[config.mk]
export PLATFORM = sky130hd
export DESIGN_NAME = dlc_line_cfg
export DESIGN_NICKNAME = d
export VERILOG_FILES = /design/src/dlc_pkg.sv /design/src/dlc_line_cfg.sv /design/src/dlc_sense_quant.sv
export VERILOG_INCLUDE_DIRS = /design/src
export SDC_FILE = /design/constraint.sdc
export NUM_CORES = 1
export LEC_CHECK = 0
export BUFFER_PORTS_ARGS = -buffer_cell sky130_fd_sc_hd__buf_2
export CORE_MARGIN = 2
export CORE_UTILIZATION = 50
export CTS_BUF_LIST = sky130_fd_sc_hd__clkbuf_4
export DETAILED_ROUTE_END_ITERATION = 10
export PLACE_DENSITY = 0.73
export SLEW_MARGIN = 15
export SYNTH_ARGS = -nofsm -noshare
export SYNTH_HDL_FRONTEND = slang
export SYNTH_HIERARCHICAL = 1
export SYNTH_SLANG_ARGS = --single-unit
[constraint.sdc]
create_clock -name CLK -period 5.3 [get_ports CLK]
set_clock_uncertainty 0.1 [all_clocks]
set_input_delay 0.795 -clock CLK [delete_from_list [all_inputs] [get_ports CLK]]
set_output_delay 0.795 -clock CLK [all_outputs]
set_load 0.005 [all_outputs]
[src/dlc_map.svh]
// defines for the line-side configuration and monitor block: bit positions,
// reset values, thresholds and counts.
// assumes raw line samples arrive in quarter-volt and quarter-milliamp units.
//
// Contract
// - after power-up, defaults keep the line side unpowered and unable to draw current
// - writing 00H to control 2 powers the line side and enables call-progress output
// - isolated link is off by default; nothing passes until link_powerdown clears; the country outputs here follow their settings even with the link off
// - clearing link_powerdown starts an identity check; a failure leaves the block dead
// - high_level_select 1 gives 3.2 dBm full scale, 0 (default) gives -1 dBm
// - line_sense_value shows voltage, current or monitor data per the select bits
// - voltage reporting: 2.75 V per code, 87 V full scale, code 0 below 3 V
// - voltage is readable while on-hook with voltage_report_select set to 1; the code shows monitor data instead while on_hook_monitor_en is also set
// - parallel_impedance_select moves dc impedance from 50 to 800 ohm, lowers pin
// - hook_seize set takes the line off-hook; cleared returns it on-hook
// - off-hook, line_sense_value reports loop current at 3 mA per code
// - current code 0 is insufficient, 1 is minimum, 31 is overload
`ifndef DLC_MAP_SVH
`define DLC_MAP_SVH
`define DLC_C2_RST 8'h03
`define DLC_C2_LPD 0
`define DLC_C2_CPOFF 1
`define DLC_DCT_RST 2'h2
`define DLC_DCT_CTR21 2'h3
`define DLC_ID_SETTLE 4'h3
`define DLC_ID_EXPECT 4'hA
`define DLC_V_LOW 12'h00C
`define DLC_V_STEP 11
`define DLC_I_STEP 12
`define DLC_I_MIN 12'h00C
`define DLC_I_OVL 12'h230
`define DLC_I_OVL_CTR 12'h0D8
`define DLC_CODE_MAX 5'h1F
`define DLC_I_TOP 5'h1E
`define DLC_CODE_ZERO 5'h00
`define DLC_CODE_MIN 5'h01
`endif

[src/dlc_pkg.sv]
// types shared by the line-side configuration block.
// assumes dlc_map.svh supplies the numeric constants.
`default_nettype none
package dlc_pkg;
   // link bring-up states, gray coded along off, check, up
   typedef enum logic [1:0] {
      LK_OFF = 2'b00,
      LK_CHECK = 2'b01,
      LK_UP = 2'b11,
      LK_FAIL = 2'b10
   } dlc_link_e;
   typedef logic [4:0] dlc_code_t;
endpackage
`default_nettype wire

[src/dlc_line_cfg.sv]
// line-side configuration and line monitor: control 2, link bring-up with
// identity check, country settings and the five-bit sense readout.
// assumes software ports are on CLK; ID and loop-present come from pins.
`timescale 1ns/1ps
`default_nettype none
`include "dlc_map.svh"
module dlc_line_cfg #(
   parameter int RAW_W = 12,
   parameter logic [3:0] ID_EXPECT = `DLC_ID_EXPECT // arbitrary identity value
) (
   input wire logic CLK,
   input wire logic RST_N,
   input wire logic CTRL2_WE,
   input wire logic [7:0] CTRL2_WDATA,
   input wire logic CFG_WE,
   input wire logic [1:0] DC_TERMINATION_SEL,
   input wire logic AC_IMPEDANCE_SELECT,
   input wire logic HOOK_SPEED_SEL,
   input wire logic RING_THRESHOLD_SEL,
   input wire logic RINGER_IMPEDANCE_SEL,
   input wire logic CURRENT_CAP_EN,
   input wire logic LOW_LINE_BOOST,
   input wire logic HIGH_LEVEL_SELECT,
   input wire logic PARALLEL_IMPEDANCE_SELECT,
   input wire logic HOOK_SEIZE,
   input wire logic ON_HOOK_MONITOR_EN,
   input wire logic VOLTAGE_REPORT_SELECT,
   input wire logic [3:0] LS_ID,
   input wire logic LOOP_PRESENT,
   input wire logic [RAW_W-1:0] VOLT_RAW,
   input wire logic [RAW_W-1:0] CURR_RAW,
   input wire logic [4:0] MON_DATA,
   output logic LINK_ENABLE,
   output logic LINK_UP,
   output logic ID_FAIL,
   output logic LINE_SIDE_PWR,
   output logic CALL_PROGRESS_OUT,
   output logic HOOKSWITCH_ON,
   output logic [1:0] DC_TERM_OUT,
   output logic AC_IMP_OUT,
   output logic HOOK_SPEED_OUT,
   output logic RING_THRESH_OUT,
   output logic RINGER_IMP_OUT,
   output logic CURRENT_CAP_OUT,
   output logic LOW_BOOST_OUT,
   output logic FULL_SCALE_HIGH,
   output logic DC_IMPEDANCE_HIGH,
   output logic TERM_PIN_LOW,
   output dlc_pkg::dlc_code_t LINE_SENSE_VALUE,
   output logic LINE_DROPOUT_FLAG
);
   import dlc_pkg::*;

   if (RAW_W < 12) begin : g_chk
      $error("dlc_line_cfg: raw sample width must cover the overload threshold");
   end

   logic [7:0] ctrl2, next_ctrl2;
   logic [1:0] dct, next_dct;
   logic act, hook_speed_sel, rt, rz, current_cap_en, low_line_boost, full, par, hook, on_hook_monitor_en, vrs;
   logic next_act, next_ohs, next_rt, next_rz, next_lim, next_vol;
   logic next_full, next_par, next_hook, next_on_hook_monitor_en, next_vrs;
   dlc_link_e link_state, next_link_state;
   logic [3:0] settle, next_settle;
   logic [3:0] id_meta, id_sync;
   logic [1:0] lp_sync;
   logic link_pd, up, cur_ovl;
   dlc_code_t volt_code, curr_code, sense_sel;

   assign link_pd = ctrl2[`DLC_C2_LPD];
   assign up = (link_state == LK_UP);

   // control 2 and country settings; only software strobes change them
   always_comb begin
      next_ctrl2 = ctrl2;
      if (CTRL2_WE) begin
         next_ctrl2 = CTRL2_WDATA;
      end
      {next_dct, next_act, next_ohs, next_rt, next_rz} = {dct, act, hook_speed_sel, rt, rz};
      {next_lim, next_vol, next_full, next_par} = {current_cap_en, low_line_boost, full, par};
      {next_hook, next_on_hook_monitor_en, next_vrs} = {hook, on_hook_monitor_en, vrs};
      if (CFG_WE) begin
         {next_dct, next_act, next_ohs} = {DC_TERMINATION_SEL, AC_IMPEDANCE_SELECT,
                                           HOOK_SPEED_SEL};
         {next_rt, next_rz, next_lim} = {RING_THRESHOLD_SEL, RINGER_IMPEDANCE_SEL,
                                         CURRENT_CAP_EN};
         {next_vol, next_full, next_par} = {LOW_LINE_BOOST, HIGH_LEVEL_SELECT,
                                            PARALLEL_IMPEDANCE_SELECT};
         {next_hook, next_on_hook_monitor_en, next_vrs} = {HOOK_SEIZE, ON_HOOK_MONITOR_EN,
                                             VOLTAGE_REPORT_SELECT};
      end
   end

   always_ff @(posedge CLK or negedge RST_N) begin
      if (!RST_N) begin
         ctrl2 <= `DLC_C2_RST;
         dct <= `DLC_DCT_RST;
         {act, hook_speed_sel, rt, rz, current_cap_en, low_line_boost} <= 6'h00;
         {full, par, hook, on_hook_monitor_en, vrs} <= 5'h00;
      end else begin
         ctrl2 <= next_ctrl2;
         dct <= next_dct;
         {act, hook_speed_sel, rt, rz, current_cap_en, low_line_boost} <= {next_act, next_ohs, next_rt, next_rz,
                                          next_lim, next_vol};
         {full, par, hook, on_hook_monitor_en, vrs} <= {next_full, next_par, next_hook, next_on_hook_monitor_en,
                                          next_vrs};
      end
   end

   // pin synchronisers; the first stage feeds only the second
   always_ff @(posedge CLK or negedge RST_N) begin
      if (!RST_N) begin
         id_meta <= 4'h0;
         id_sync <= 4'h0;
         lp_sync <= 2'h0;
      end else begin
         id_meta <= LS_ID;
         id_sync <= id_meta;
         lp_sync <= {lp_sync[0], LOOP_PRESENT};
      end
   end

   // link bring-up; the settle wait lets the synchronised id stop moving
   always_comb begin
      next_link_state = link_state;
      next_settle = settle;
      case (link_state)
         LK_OFF: begin
            next_settle = 4'h0;
            if (!link_pd) begin
               next_link_state = LK_CHECK;
            end
         end
         LK_CHECK: begin
            next_settle = settle + 4'h1;
            if (settle == `DLC_ID_SETTLE) begin
               next_link_state = (id_sync == ID_EXPECT) ? LK_UP : LK_FAIL;
            end
         end
         LK_UP: next_link_state = LK_UP;
         LK_FAIL: next_link_state = LK_FAIL; // dead until the link is powered down
         default: next_link_state = LK_OFF;
      endcase
      if (link_pd) begin
         next_link_state = LK_OFF;
      end
   end

   always_ff @(posedge CLK or negedge RST_N) begin
      if (!RST_N) begin
         link_state <= LK_OFF;
         settle <= 4'h0;
      end else begin
         link_state <= next_link_state;
         settle <= next_settle;
      end
   end

   // overload code; threshold is lower in the current-limiting termination
   assign cur_ovl = (dct == `DLC_DCT_CTR21) ? (CURR_RAW > RAW_W'(`DLC_I_OVL_CTR)) :
                    (CURR_RAW > RAW_W'(`DLC_I_OVL));

   dlc_sense_quant #(.W(RAW_W), .STEP(`DLC_V_STEP), .LOW(`DLC_V_LOW),
                     .TOP(`DLC_CODE_MAX)) u_volt (
      .raw(VOLT_RAW),
      .force_max(1'b0),
      .code(volt_code)
   );

   dlc_sense_quant #(.W(RAW_W), .STEP(`DLC_I_STEP), .LOW(`DLC_I_MIN),
                     .TOP(`DLC_I_TOP)) u_curr (
      .raw(CURR_RAW),
      .force_max(cur_ovl),
      .code(curr_code)
   );

   always_comb begin
      if (!up) begin
         sense_sel = `DLC_CODE_ZERO; // nothing crosses a dead link
      end else if (hook) begin
         sense_sel = curr_code;
      end else if (on_hook_monitor_en) begin
         sense_sel = MON_DATA;
      end else if (vrs) begin
         sense_sel = volt_code;
      end else begin
         sense_sel = `DLC_CODE_ZERO;
      end
   end

   // line-side drive; power, call progress, hook, dropout and sense are gated by a good link so a bad part stays idle; country outputs are not
   always_ff @(posedge CLK or negedge RST_N) begin
      if (!RST_N) begin
         {LINK_ENABLE, LINK_UP, ID_FAIL, LINE_SIDE_PWR} <= 4'h0;
         {CALL_PROGRESS_OUT, HOOKSWITCH_ON} <= 2'h0;
         DC_TERM_OUT <= `DLC_DCT_RST;
         {AC_IMP_OUT, HOOK_SPEED_OUT, RING_THRESH_OUT, RINGER_IMP_OUT} <= 4'h0;
         {CURRENT_CAP_OUT, LOW_BOOST_OUT, FULL_SCALE_HIGH} <= 3'h0;
         {DC_IMPEDANCE_HIGH, TERM_PIN_LOW, LINE_DROPOUT_FLAG} <= 3'h0;
         LINE_SENSE_VALUE <= `DLC_CODE_ZERO;
      end else begin
         LINK_ENABLE <= !link_pd;
         LINK_UP <= up;
         ID_FAIL <= (link_state == LK_FAIL);
         LINE_SIDE_PWR <= up;
         CALL_PROGRESS_OUT <= up && !ctrl2[`DLC_C2_CPOFF];
         HOOKSWITCH_ON <= up && hook;
         DC_TERM_OUT <= dct;
         {AC_IMP_OUT, HOOK_SPEED_OUT, RING_THRESH_OUT, RINGER_IMP_OUT} <= {act, hook_speed_sel, rt, rz};
         {CURRENT_CAP_OUT, LOW_BOOST_OUT} <= {current_cap_en, low_line_boost};
         FULL_SCALE_HIGH <= full;
         DC_IMPEDANCE_HIGH <= par;
         TERM_PIN_LOW <= par;
         LINE_DROPOUT_FLAG <= up && hook && !lp_sync[1];
         LINE_SENSE_VALUE <= sense_sel;
      end
   end

   property p_safe_idle;
      @(posedge CLK) disable iff (!RST_N) !up |=> !HOOKSWITCH_ON && !LINE_SIDE_PWR;
   endproperty
   a_safe_idle: assert property (p_safe_idle) else $error("line driven without link");
   property p_link_off;
      @(posedge CLK) disable iff (!RST_N) link_pd |=> link_state == LK_OFF && !LINK_ENABLE;
   endproperty
   a_link_off: assert property (p_link_off) else $error("link not held off");
   property p_id_fail;
      @(posedge CLK) disable iff (!RST_N)
         (link_state == LK_CHECK && settle == `DLC_ID_SETTLE && id_sync != ID_EXPECT && !link_pd)
         |=> link_state == LK_FAIL ##1 ID_FAIL;
   endproperty
   a_id_fail: assert property (p_id_fail) else $error("bad identity not refused");
   // a power-down write is the only way out of the failed state
   property p_fail_stays;
      @(posedge CLK) disable iff (!RST_N)
         (link_state == LK_FAIL && !link_pd) |=> link_state == LK_FAIL;
   endproperty
   a_fail_stays: assert property (p_fail_stays) else $error("failed link woke up");
   property p_zero_write;
      @(posedge CLK) disable iff (!RST_N)
         (CTRL2_WE && CTRL2_WDATA == 8'h00) |=> ##6 (LINE_SIDE_PWR || ID_FAIL);
   endproperty
   a_zero_write: assert property (p_zero_write) else $error("00H did not power up");
   property p_cp_out;
      @(posedge CLK) disable iff (!RST_N)
         (up && ctrl2 == 8'h00) |=> CALL_PROGRESS_OUT && LINE_SIDE_PWR;
   endproperty
   a_cp_out: assert property (p_cp_out) else $error("call progress not enabled");
   property p_full;
      @(posedge CLK) disable iff (!RST_N)
         (CFG_WE && HIGH_LEVEL_SELECT) |=> ##1 FULL_SCALE_HIGH;
   endproperty
   a_full: assert property (p_full) else $error("full scale not raised");

   property p_volt;
      @(posedge CLK) disable iff (!RST_N)
         (up && !hook && !on_hook_monitor_en && vrs) |=> LINE_SENSE_VALUE == $past(volt_code);
   endproperty
   a_volt: assert property (p_volt) else $error("voltage not reported");

   property p_volt_low;
      @(posedge CLK) disable iff (!RST_N)
         (up && !hook && !on_hook_monitor_en && vrs && VOLT_RAW < RAW_W'(`DLC_V_LOW)) |=> LINE_SENSE_VALUE == '0;
   endproperty
   a_volt_low: assert property (p_volt_low) else $error("low voltage not code 0");

   property p_overload;
      @(posedge CLK) disable iff (!RST_N) (up && hook && cur_ovl) |=> LINE_SENSE_VALUE == 5'h1F;
   endproperty
   a_overload: assert property (p_overload) else $error("overload not code 31");

   property p_hook;
      @(posedge CLK) disable iff (!RST_N) (up && $rose(hook)) |=> HOOKSWITCH_ON;
   endproperty
   a_hook: assert property (p_hook) else $error("hook seize ignored");

   property p_par;
      @(posedge CLK) disable iff (!RST_N) par |=> DC_IMPEDANCE_HIGH && TERM_PIN_LOW;
   endproperty
   a_par: assert property (p_par) else $error("parallel impedance not applied");

   c_link_up: cover property (@(posedge CLK) disable iff (!RST_N) $rose(LINK_UP));
   c_id_fail: cover property (@(posedge CLK) disable iff (!RST_N) $rose(ID_FAIL));
   c_offhook_ovl: cover property (@(posedge CLK) disable iff (!RST_N)
                                  HOOKSWITCH_ON && LINE_SENSE_VALUE == 5'h1F);
   c_dropout: cover property (@(posedge CLK) disable iff (!RST_N) LINE_DROPOUT_FLAG);
endmodule // dlc_line_cfg
`default_nettype wire

[src/dlc_sense_quant.sv]
// quantiser from a raw line sample to a five-bit sense code.
// assumes raw samples are on the same clock; output is combinational.
`timescale 1ns/1ps
`default_nettype none
`include "dlc_map.svh"
module dlc_sense_quant #(
   parameter int W = 12,
   parameter int STEP = 11,
   parameter logic [11:0] LOW = 12'h00C,
   parameter logic [4:0] TOP = 5'h1F
) (
   input wire logic [W-1:0] raw,
   input wire logic force_max,
   output logic [4:0] code
);
   import dlc_pkg::*;
   logic [W-1:0] quot;

   if (STEP < 1 || W < 6) begin : g_chk
      $error("dlc_sense_quant: step must be positive and width at least 6");
   end

   // below the floor reads zero; a forced overload reads the maximum code 31, not TOP
   always_comb begin
      quot = raw / W'(STEP);
      if (force_max) begin
         code = `DLC_CODE_MAX;
      end else if (raw < W'(LOW)) begin
         code = `DLC_CODE_ZERO;
      end else if (quot > W'(TOP)) begin
         code = TOP;
      end else if (quot == '0) begin
         code = `DLC_CODE_MIN; // first usable step never reads as zero
      end else begin
         code = quot[4:0];
      end
   end
endmodule // dlc_sense_quant
`default_nettype wire
==> impl_results.md, run 1 <==
* Post-synthesis sequential area ratio at 30.29%
* Clk root buf: clkbuf_4
* Post-synth top area cell: dfrtp_1
* First-pass GRT wire length at 20830 um
* GP Congestion at 0.9244
* Post-synth ARST share at 100.0%
* DRT Wirelength at 12500 um
* Clock-pin slew on the worst setup and hold paths at 150 ps
* Unrepaired setup endpoints after global routing: true
* Die W at 96.88 um
* Synthesis Warnings at 6
* Largest net degree at the start of global routing at 53
* Initial Util at roughly 52%
* Inst Count DP at 738
* Post-route cell area at between 0.005 and 0.006 mm^2
* Total negative setup slack at -3.727 ps
* Antenna diodes at 0
* GR Util All Layers at between 20 and 30%
* Main flop type after synthesis: dfrtp_1
* Cell Pwr Density at 256.8 mW/mm^2
* Vias in the first global route at 4411
* Drt pass-1 iters at 5
* P_leak at around 2.6 nW
* Synth Instances at 495
* H-tree levels at 2
* Class of the worst hold path: flop to flop
* TritonCTS buffer count at 5
* Setup WS post-layout at -3.727 ps
* Mapped Area at around 0.0043 mm^2
* Area after DPL at 0.005493 mm^2
* Cell row count at 33
* EDFF count, synth at 0
* Fin util at 69.11%
* Vias per cell at 6.084
* Data arrival, critical path at 5450 ps
* Post-CTS Hold Buffers at 0
* Area delta synth->final at 32.99%
* Mean Syn Cell Area at 8.713 um^2
* Die Ht at 96.88 um
* Nets at 707
* Startpoint class of the critical path: primary input
* Final setup viols at 1
* CTS tree: yes
* Fin crit share at 100.1%
* Worst slack, placed at -378.9 ps
* Failing checks: setup timing
* Overall Power at approximately 1.5 mW
* Starting DRT DRC Count at 304
* Total grt overflow at 0
* Deepest clock path buffer count at 2
* Minimum clock period at 5304 ps
* Number of max-cap violations at 0
* Layout cells sized above 1 at 41.89%
* Slew Limit Fails at 0
* Worst Path Max Fanout at 6
* Vias at 4575
* Core area at 0.008299 mm^2
* HPWL Detailed at 9531 um
* Run status: finished with violations
* CTS sink count at 52
* Initial antenna violation count at 2
* Peak supply drop at 0.1831 mV
* Final hold slack at approximately 250 ps
* Clock Latency Late Sink at around 360 ps
* Post-synth top area share at 27.85%
* Actual slew at the worst max-slew pin at 688.3 ps
* Boundary Pins at 82
* Reg2Reg Setup Slack at 3260 ps
* CP required at 5450 ps
* Slew HR at 53.87%
* Top post-synthesis cells by count: dfrtp_1, nand2_1, nor2_1
* Fmax at 188.5 MHz
* Die outline area at 0.009385 mm^2
* Routed Antenna Nets at 0
* Worst setup path class: primary input to flop
* Final std cells w/o fill at 752
* I/O Buffers at 75
* Wire per inst at 16.62 um
* Hold Vio Cnt, Final at 0
* Top post-synthesis cells by area: dfrtp_1, mux2_2, a21oi_1
* Post-synthesis sequential element count at 52
* Most frequent cell after synthesis: dfrtp_1
* Worst setup EP type: flop
* Distinct cells, synth at 90
* # DRC at 0
[power by group]
part           switching [mW]  internal, mW
Combinational           0.416         0.413
Clock                   0.117        0.0515
Sequential             0.0330         0.443
Total                   0.566         0.907
[metal layers]
| metal | routed length (um) | global-route usage [%] | up-vias |
|---|---|---|---|
| met2 | 6428 | 43.80 | 136 |
| li1 | - | - | 2188 |
| met3 | 561 | 3.251 | 20 |
| met4 | 169 | 4.767 | 4 |
| met5 | 27 | 0 | - |
| met1 | 5310 | 35.82 | 2227 |
[timing repair]
| item | CTS | global route |
|---|---|---|
| cloned | 0 | 0 |
| resized for setup | 1 | 31 |
| setup buffers | 0 | 6 |
| pin swaps | 0 | 23 |
| endpoints found under the setup margin | 1 | 2 |
[worst paths after layout]
kind	end	start	cells past startpoint
min reg2reg	id_sync[1]	id_meta[1]	0
max in group asynchronous	id_meta[1]	RST_N	1
max reg2reg	LINE_SENSE_VALUE[2]	dct[0]	8
min in group asynchronous	link_state[0]	RST_N	1
min	id_sync[1]	id_meta[1]	0
max	LINE_SENSE_VALUE[0]	VOLT_RAW[8]	24
[worst max-delay path, stage by stage]
cell and delay (ps):
buf_8 110, or2_4 240, mux4_2 490, o211a_4 180, a2bb2oi_4 170, a21oi_4 210
buf_4 150, mux2_2 350, a31o_2 260, nand2_1 170, buf_4 150, o21ai_2 60
nand4_1 170, xnor2_2 120, ha_4 200, nor2b_2 130, or3b_4 390, a21oi_2 190
a311oi_2 60, a32o_1 280, mux2i_1 130, nand3_1 110, a221oi_2 250, nor3_1 80
[layout by cell type, fill, tap and decap left out, types with 3 or more instances in the layout]
cell and count:
o22ai_1 4, mux2i_1 13, xnor2_1 6, nor3_1 20
buf_2 70, o21ai_0 13, inv_1 15, nor3b_1 3
o221ai_1 3, a21oi_1 26, buf_4 105, a311oi_1 3
dfstp_2 4, nand2b_1 7, a31oi_1 12, nor2_1 33
and3_1 4, a21oi_4 3, o21ai_1 3, a22o_1 3
clkbuf_4 7, nor4_1 6, a21o_1 8, nand3_1 11
dfrtp_1 48, a211oi_1 5, nand2_1 35, o2111ai_1 3
nor3b_2 3, a211o_1 5, a221oi_1 6, a311oi_2 4
nand3b_1 6, o211ai_1 12, mux2_2 17, nor2b_1 19
or2_2 5
[cell type report]
type                            count  area, um^2
Clock buffer                        5       37.54
Tap cell                          105       131.4
Clock inverter                      3       17.52
Inverter                           17       67.56
Timing Repair Buffer              181        1215
Sequential cell                    52        1306
Fill cell                         633        2564
Multi-Input combinational cell    389        2960
[kinds of logic after synthesis]
| kind of cell | Yosys count | share of synthesized area [%] |
|---|---|---|
| fa+ha+maj | 2 | 0.5801 |
| compound gates | 164 | 29.85 |
| buf+inv | 55 | 5.889 |
| flops | 52 | 30.29 |
| simple gates | 177 | 22.46 |
| other cells | 1 | 0.08695 |
| mux | 34 | 8.819 |
| xor+xnor | 10 | 2.031 |
[flip-flops by register name, summed over array words and instances (netlist names), 2 cells and up]
| register | flops |
|---|---|
| DC_TERM_OUT | 2 |
| settle | 4 |
| lp_sync | 2 |
| ctrl2 | 2 |
| dct | 2 |
| id_meta | 4 |
| LINE_SENSE_VALUE | 5 |
| id_sync | 4 |
| link_state | 2 |
Note: power is estimated with default switching activity, not from simulation.
==> run 2, diff against run 1 <==
- MAX_ROUTING_LAYER: not set -> met4
==> run 2 against run 1 <==
  * The run now ends clean
  * Worst setup slack improved by 89 ps
  * Core utilization up 1.3 points
  * Critical path depth stayed put
  * Final cell count did not move
  * Via count down 1.2%
  * Clock power increased by 36%
  * Largest cell class unchanged
  * Clock-buffer cell count did not move
  * Maximum frequency is 1.7% higher
  * Non-clock buffer count shrank 2
  * Critical endpoint unchanged
  * Sequential share of layout area is 0.42 points lower
  * First-iteration DRC count shrank 30%
==> impl_results.md, run 2 (synthesized netlist as in run 1, its figures left out) <==
* Run status: finished clean
* TritonCTS buffer count at 5
* Flop pwr share at 31.0%
* Starting DRT DRC Count at ~210
* Area after DPL at around 0.0054 mm^2
* Deepest clock path buffer count at 2
* Cell row count at 33
* # DRC at 0
* Fin crit share at 98.40%
* Total grt overflow at 0
* Critical path buffers and inverters at 3
* Reg with most FFs: LINE_SENSE_VALUE
* Max reg flops at 5
* P_leak at 2.588 nW
* Vias per cell at around 6.0
* Class of the worst hold path: flop to flop
* Wire per inst at 16.83 um
* Peak supply drop at approximately 0.16 mV
* Die W at around 97 um
* Die Ht at 96.88 um
* Clock-pin slew on the worst setup and hold paths at around 150 ps
* Layout cells sized above 1 at between 40% and 50%
* GR Util All Layers at 26.30%
* Sw Ratio at 37.61%
* Nets at 705
* Worst setup path class: primary input to flop
* Worst Path Max Fanout at 15
* Clock Latency Late Sink at between 300 and 400 ps
* Internal power at around 0.96 mW
* Slowest cell on crit path: or3b_4
* Initial antenna violation count at 2
* Comb pwr share at 54.0%
* I/O Buffers at 75
* Die outline area at roughly 0.0094 mm^2
* Post-route cell area at 0.005844 mm^2
* HPWL Detailed at 9506 um
* Actual slew at the worst max-slew pin at 709.9 ps
* Cell family with most CP delay: compound AO/OA/AOI/OAI gates
* Minimum clock period at 5215 ps
* Commonest cells after routing, fill and taps aside: buf_4, buf_2, dfrtp_1
* Final setup viols at 0
* Largest net degree at the start of global routing at 53
* Clock Power Share at between 10% and 20%
* DRT Wirelength at ~13000 um
* Commonest non-fill, non-tap cell in the layout: buf_4
* Fmax at 191.8 MHz
* CP required at 5460 ps
* Setup WS post-layout at 85.04 ps
* Fillcell total at 651
* Data arrival, critical path at 5380 ps
* Worst setup EP type: flop
* Drt pass-1 iters at 5
* CP most frequent cell: buf_4
* Sw power at 0.5760 mW
* Slew HR at roughly 52%
* Slew Limit Fails at 0
* Vias in the first global route at 4331
* CTS tree: yes
* CTS sink count at 52
* Unrepaired setup endpoints after global routing: true
* Initial Util at 51.97%
* Area delta synth->final at 35.51%
* H-tree levels at 2
* CP cell instances: buf_4, buf_4, and3b_1, o21ai_0, o221ai_2, or2_2, a31oi_1, a32o_2, or2_1, buf_4, nand3_2, o21ai_2, nand4_1, xnor2_1, ha_2, nor2b_1, or3b_4, a21oi_2, a311oi_1, a32o_1, mux2i_1, nand3_1, a221oi_2, nor3_1
* Worst slack, placed at -459.3 ps
* GP Congestion at 0.9949
* Slowest stage delay, CP at 390 ps
* Number of max-cap violations at 0
* Clk root buf: clkbuf_4
* Routed Antenna Nets at 0
* Core area at 0.008299 mm^2
* Cell Pwr Density at 262.0 mW/mm^2
* Startpoint class of the critical path: primary input
* Overall Power at 1.531 mW
* Hold Vio Cnt, Final at 0
* First-pass GRT wire length at 20390 um
* Vias at approximately 4500
* Boundary Pins at 82
## run 2: layout make-up
type / instances / area, um^2 / area share (%)
antenna: 2 / 5.005 / 0.08563
clock buffer: 5 / 37.54 / 0.6423
clock inverter: 3 / 46.29 / 0.7921
inverter: 17 / 63.81 / 1.092
multi-input combinational: 389 / 3003 / 51.38
sequential: 52 / 1306 / 22.35
tap: 105 / 131.4 / 2.248
timing repair buffer: 179 / 1251 / 21.41
## run 2: path summary, 6_finish.rpt
check | start | to | slack [ps] | cells past startpoint
setup reg to reg | dct[0] | LINE_SENSE_VALUE[2] | 3290 | 8
hold reg to reg | id_meta[2] | id_sync[2] | 260 | 0
hold / removal | id_meta[2] | id_sync[2] | 260 | 0
setup / recovery | VOLT_RAW[7] | LINE_SENSE_VALUE[0] | 90 | 24
min in group asynchronous | RST_N | link_state[1] | 310 | 1
max in group asynchronous | RST_N | dct[0] | 4390 | 1
## run 2: per-stage QoR
stage / util, % / hold WS (ps) / setup TNS, ps / cells
2_1_floorplan: - / 231.2 / -217.8 / 496
3_5_place_dp: 65.61 / 236.3 / -562.5 / 730
3_3_place_gp: 65.61 / 236.6 / -290.8 / 730
4_1_cts: 66.82 / 268.1 / 0 / 738
5_1_grt: 70.42 / 266.5 / -185.6 / 752
6_report: 70.42 / 261.9 / 0 / 752
## run 2: power by group through the flow
stage	Sequential [mW]	Combinational [mW]	Clock [mW]
6_report	0.475	0.827	0.230
3_3_place_gp	0.478	0.733	0
5_1_grt	0.483	0.887	0.249
2_1_floorplan	0.473	0.482	0
4_1_cts	0.474	0.768	0.230
3_5_place_dp	0.482	0.758	0
## run 2: repair_timing
action / in CTS / in global routing
setup buffers: 0 / 11
hold buffers: 0 / 0
gates resized for setup: 2 / 51
endpoints found under the setup margin: 1 / 2
gates cloned: 0 / 1
pin swaps: 2 / 28
## run 2: metal layers
metal,up-vias,global-route usage (%),part of all wire [%]
met5,-,-,0
met4,0,5.417,1.4
met3,12,3.902,5.4
met2,128,45.89,51
met1,2179,32.51,42
li1,2199,-,-
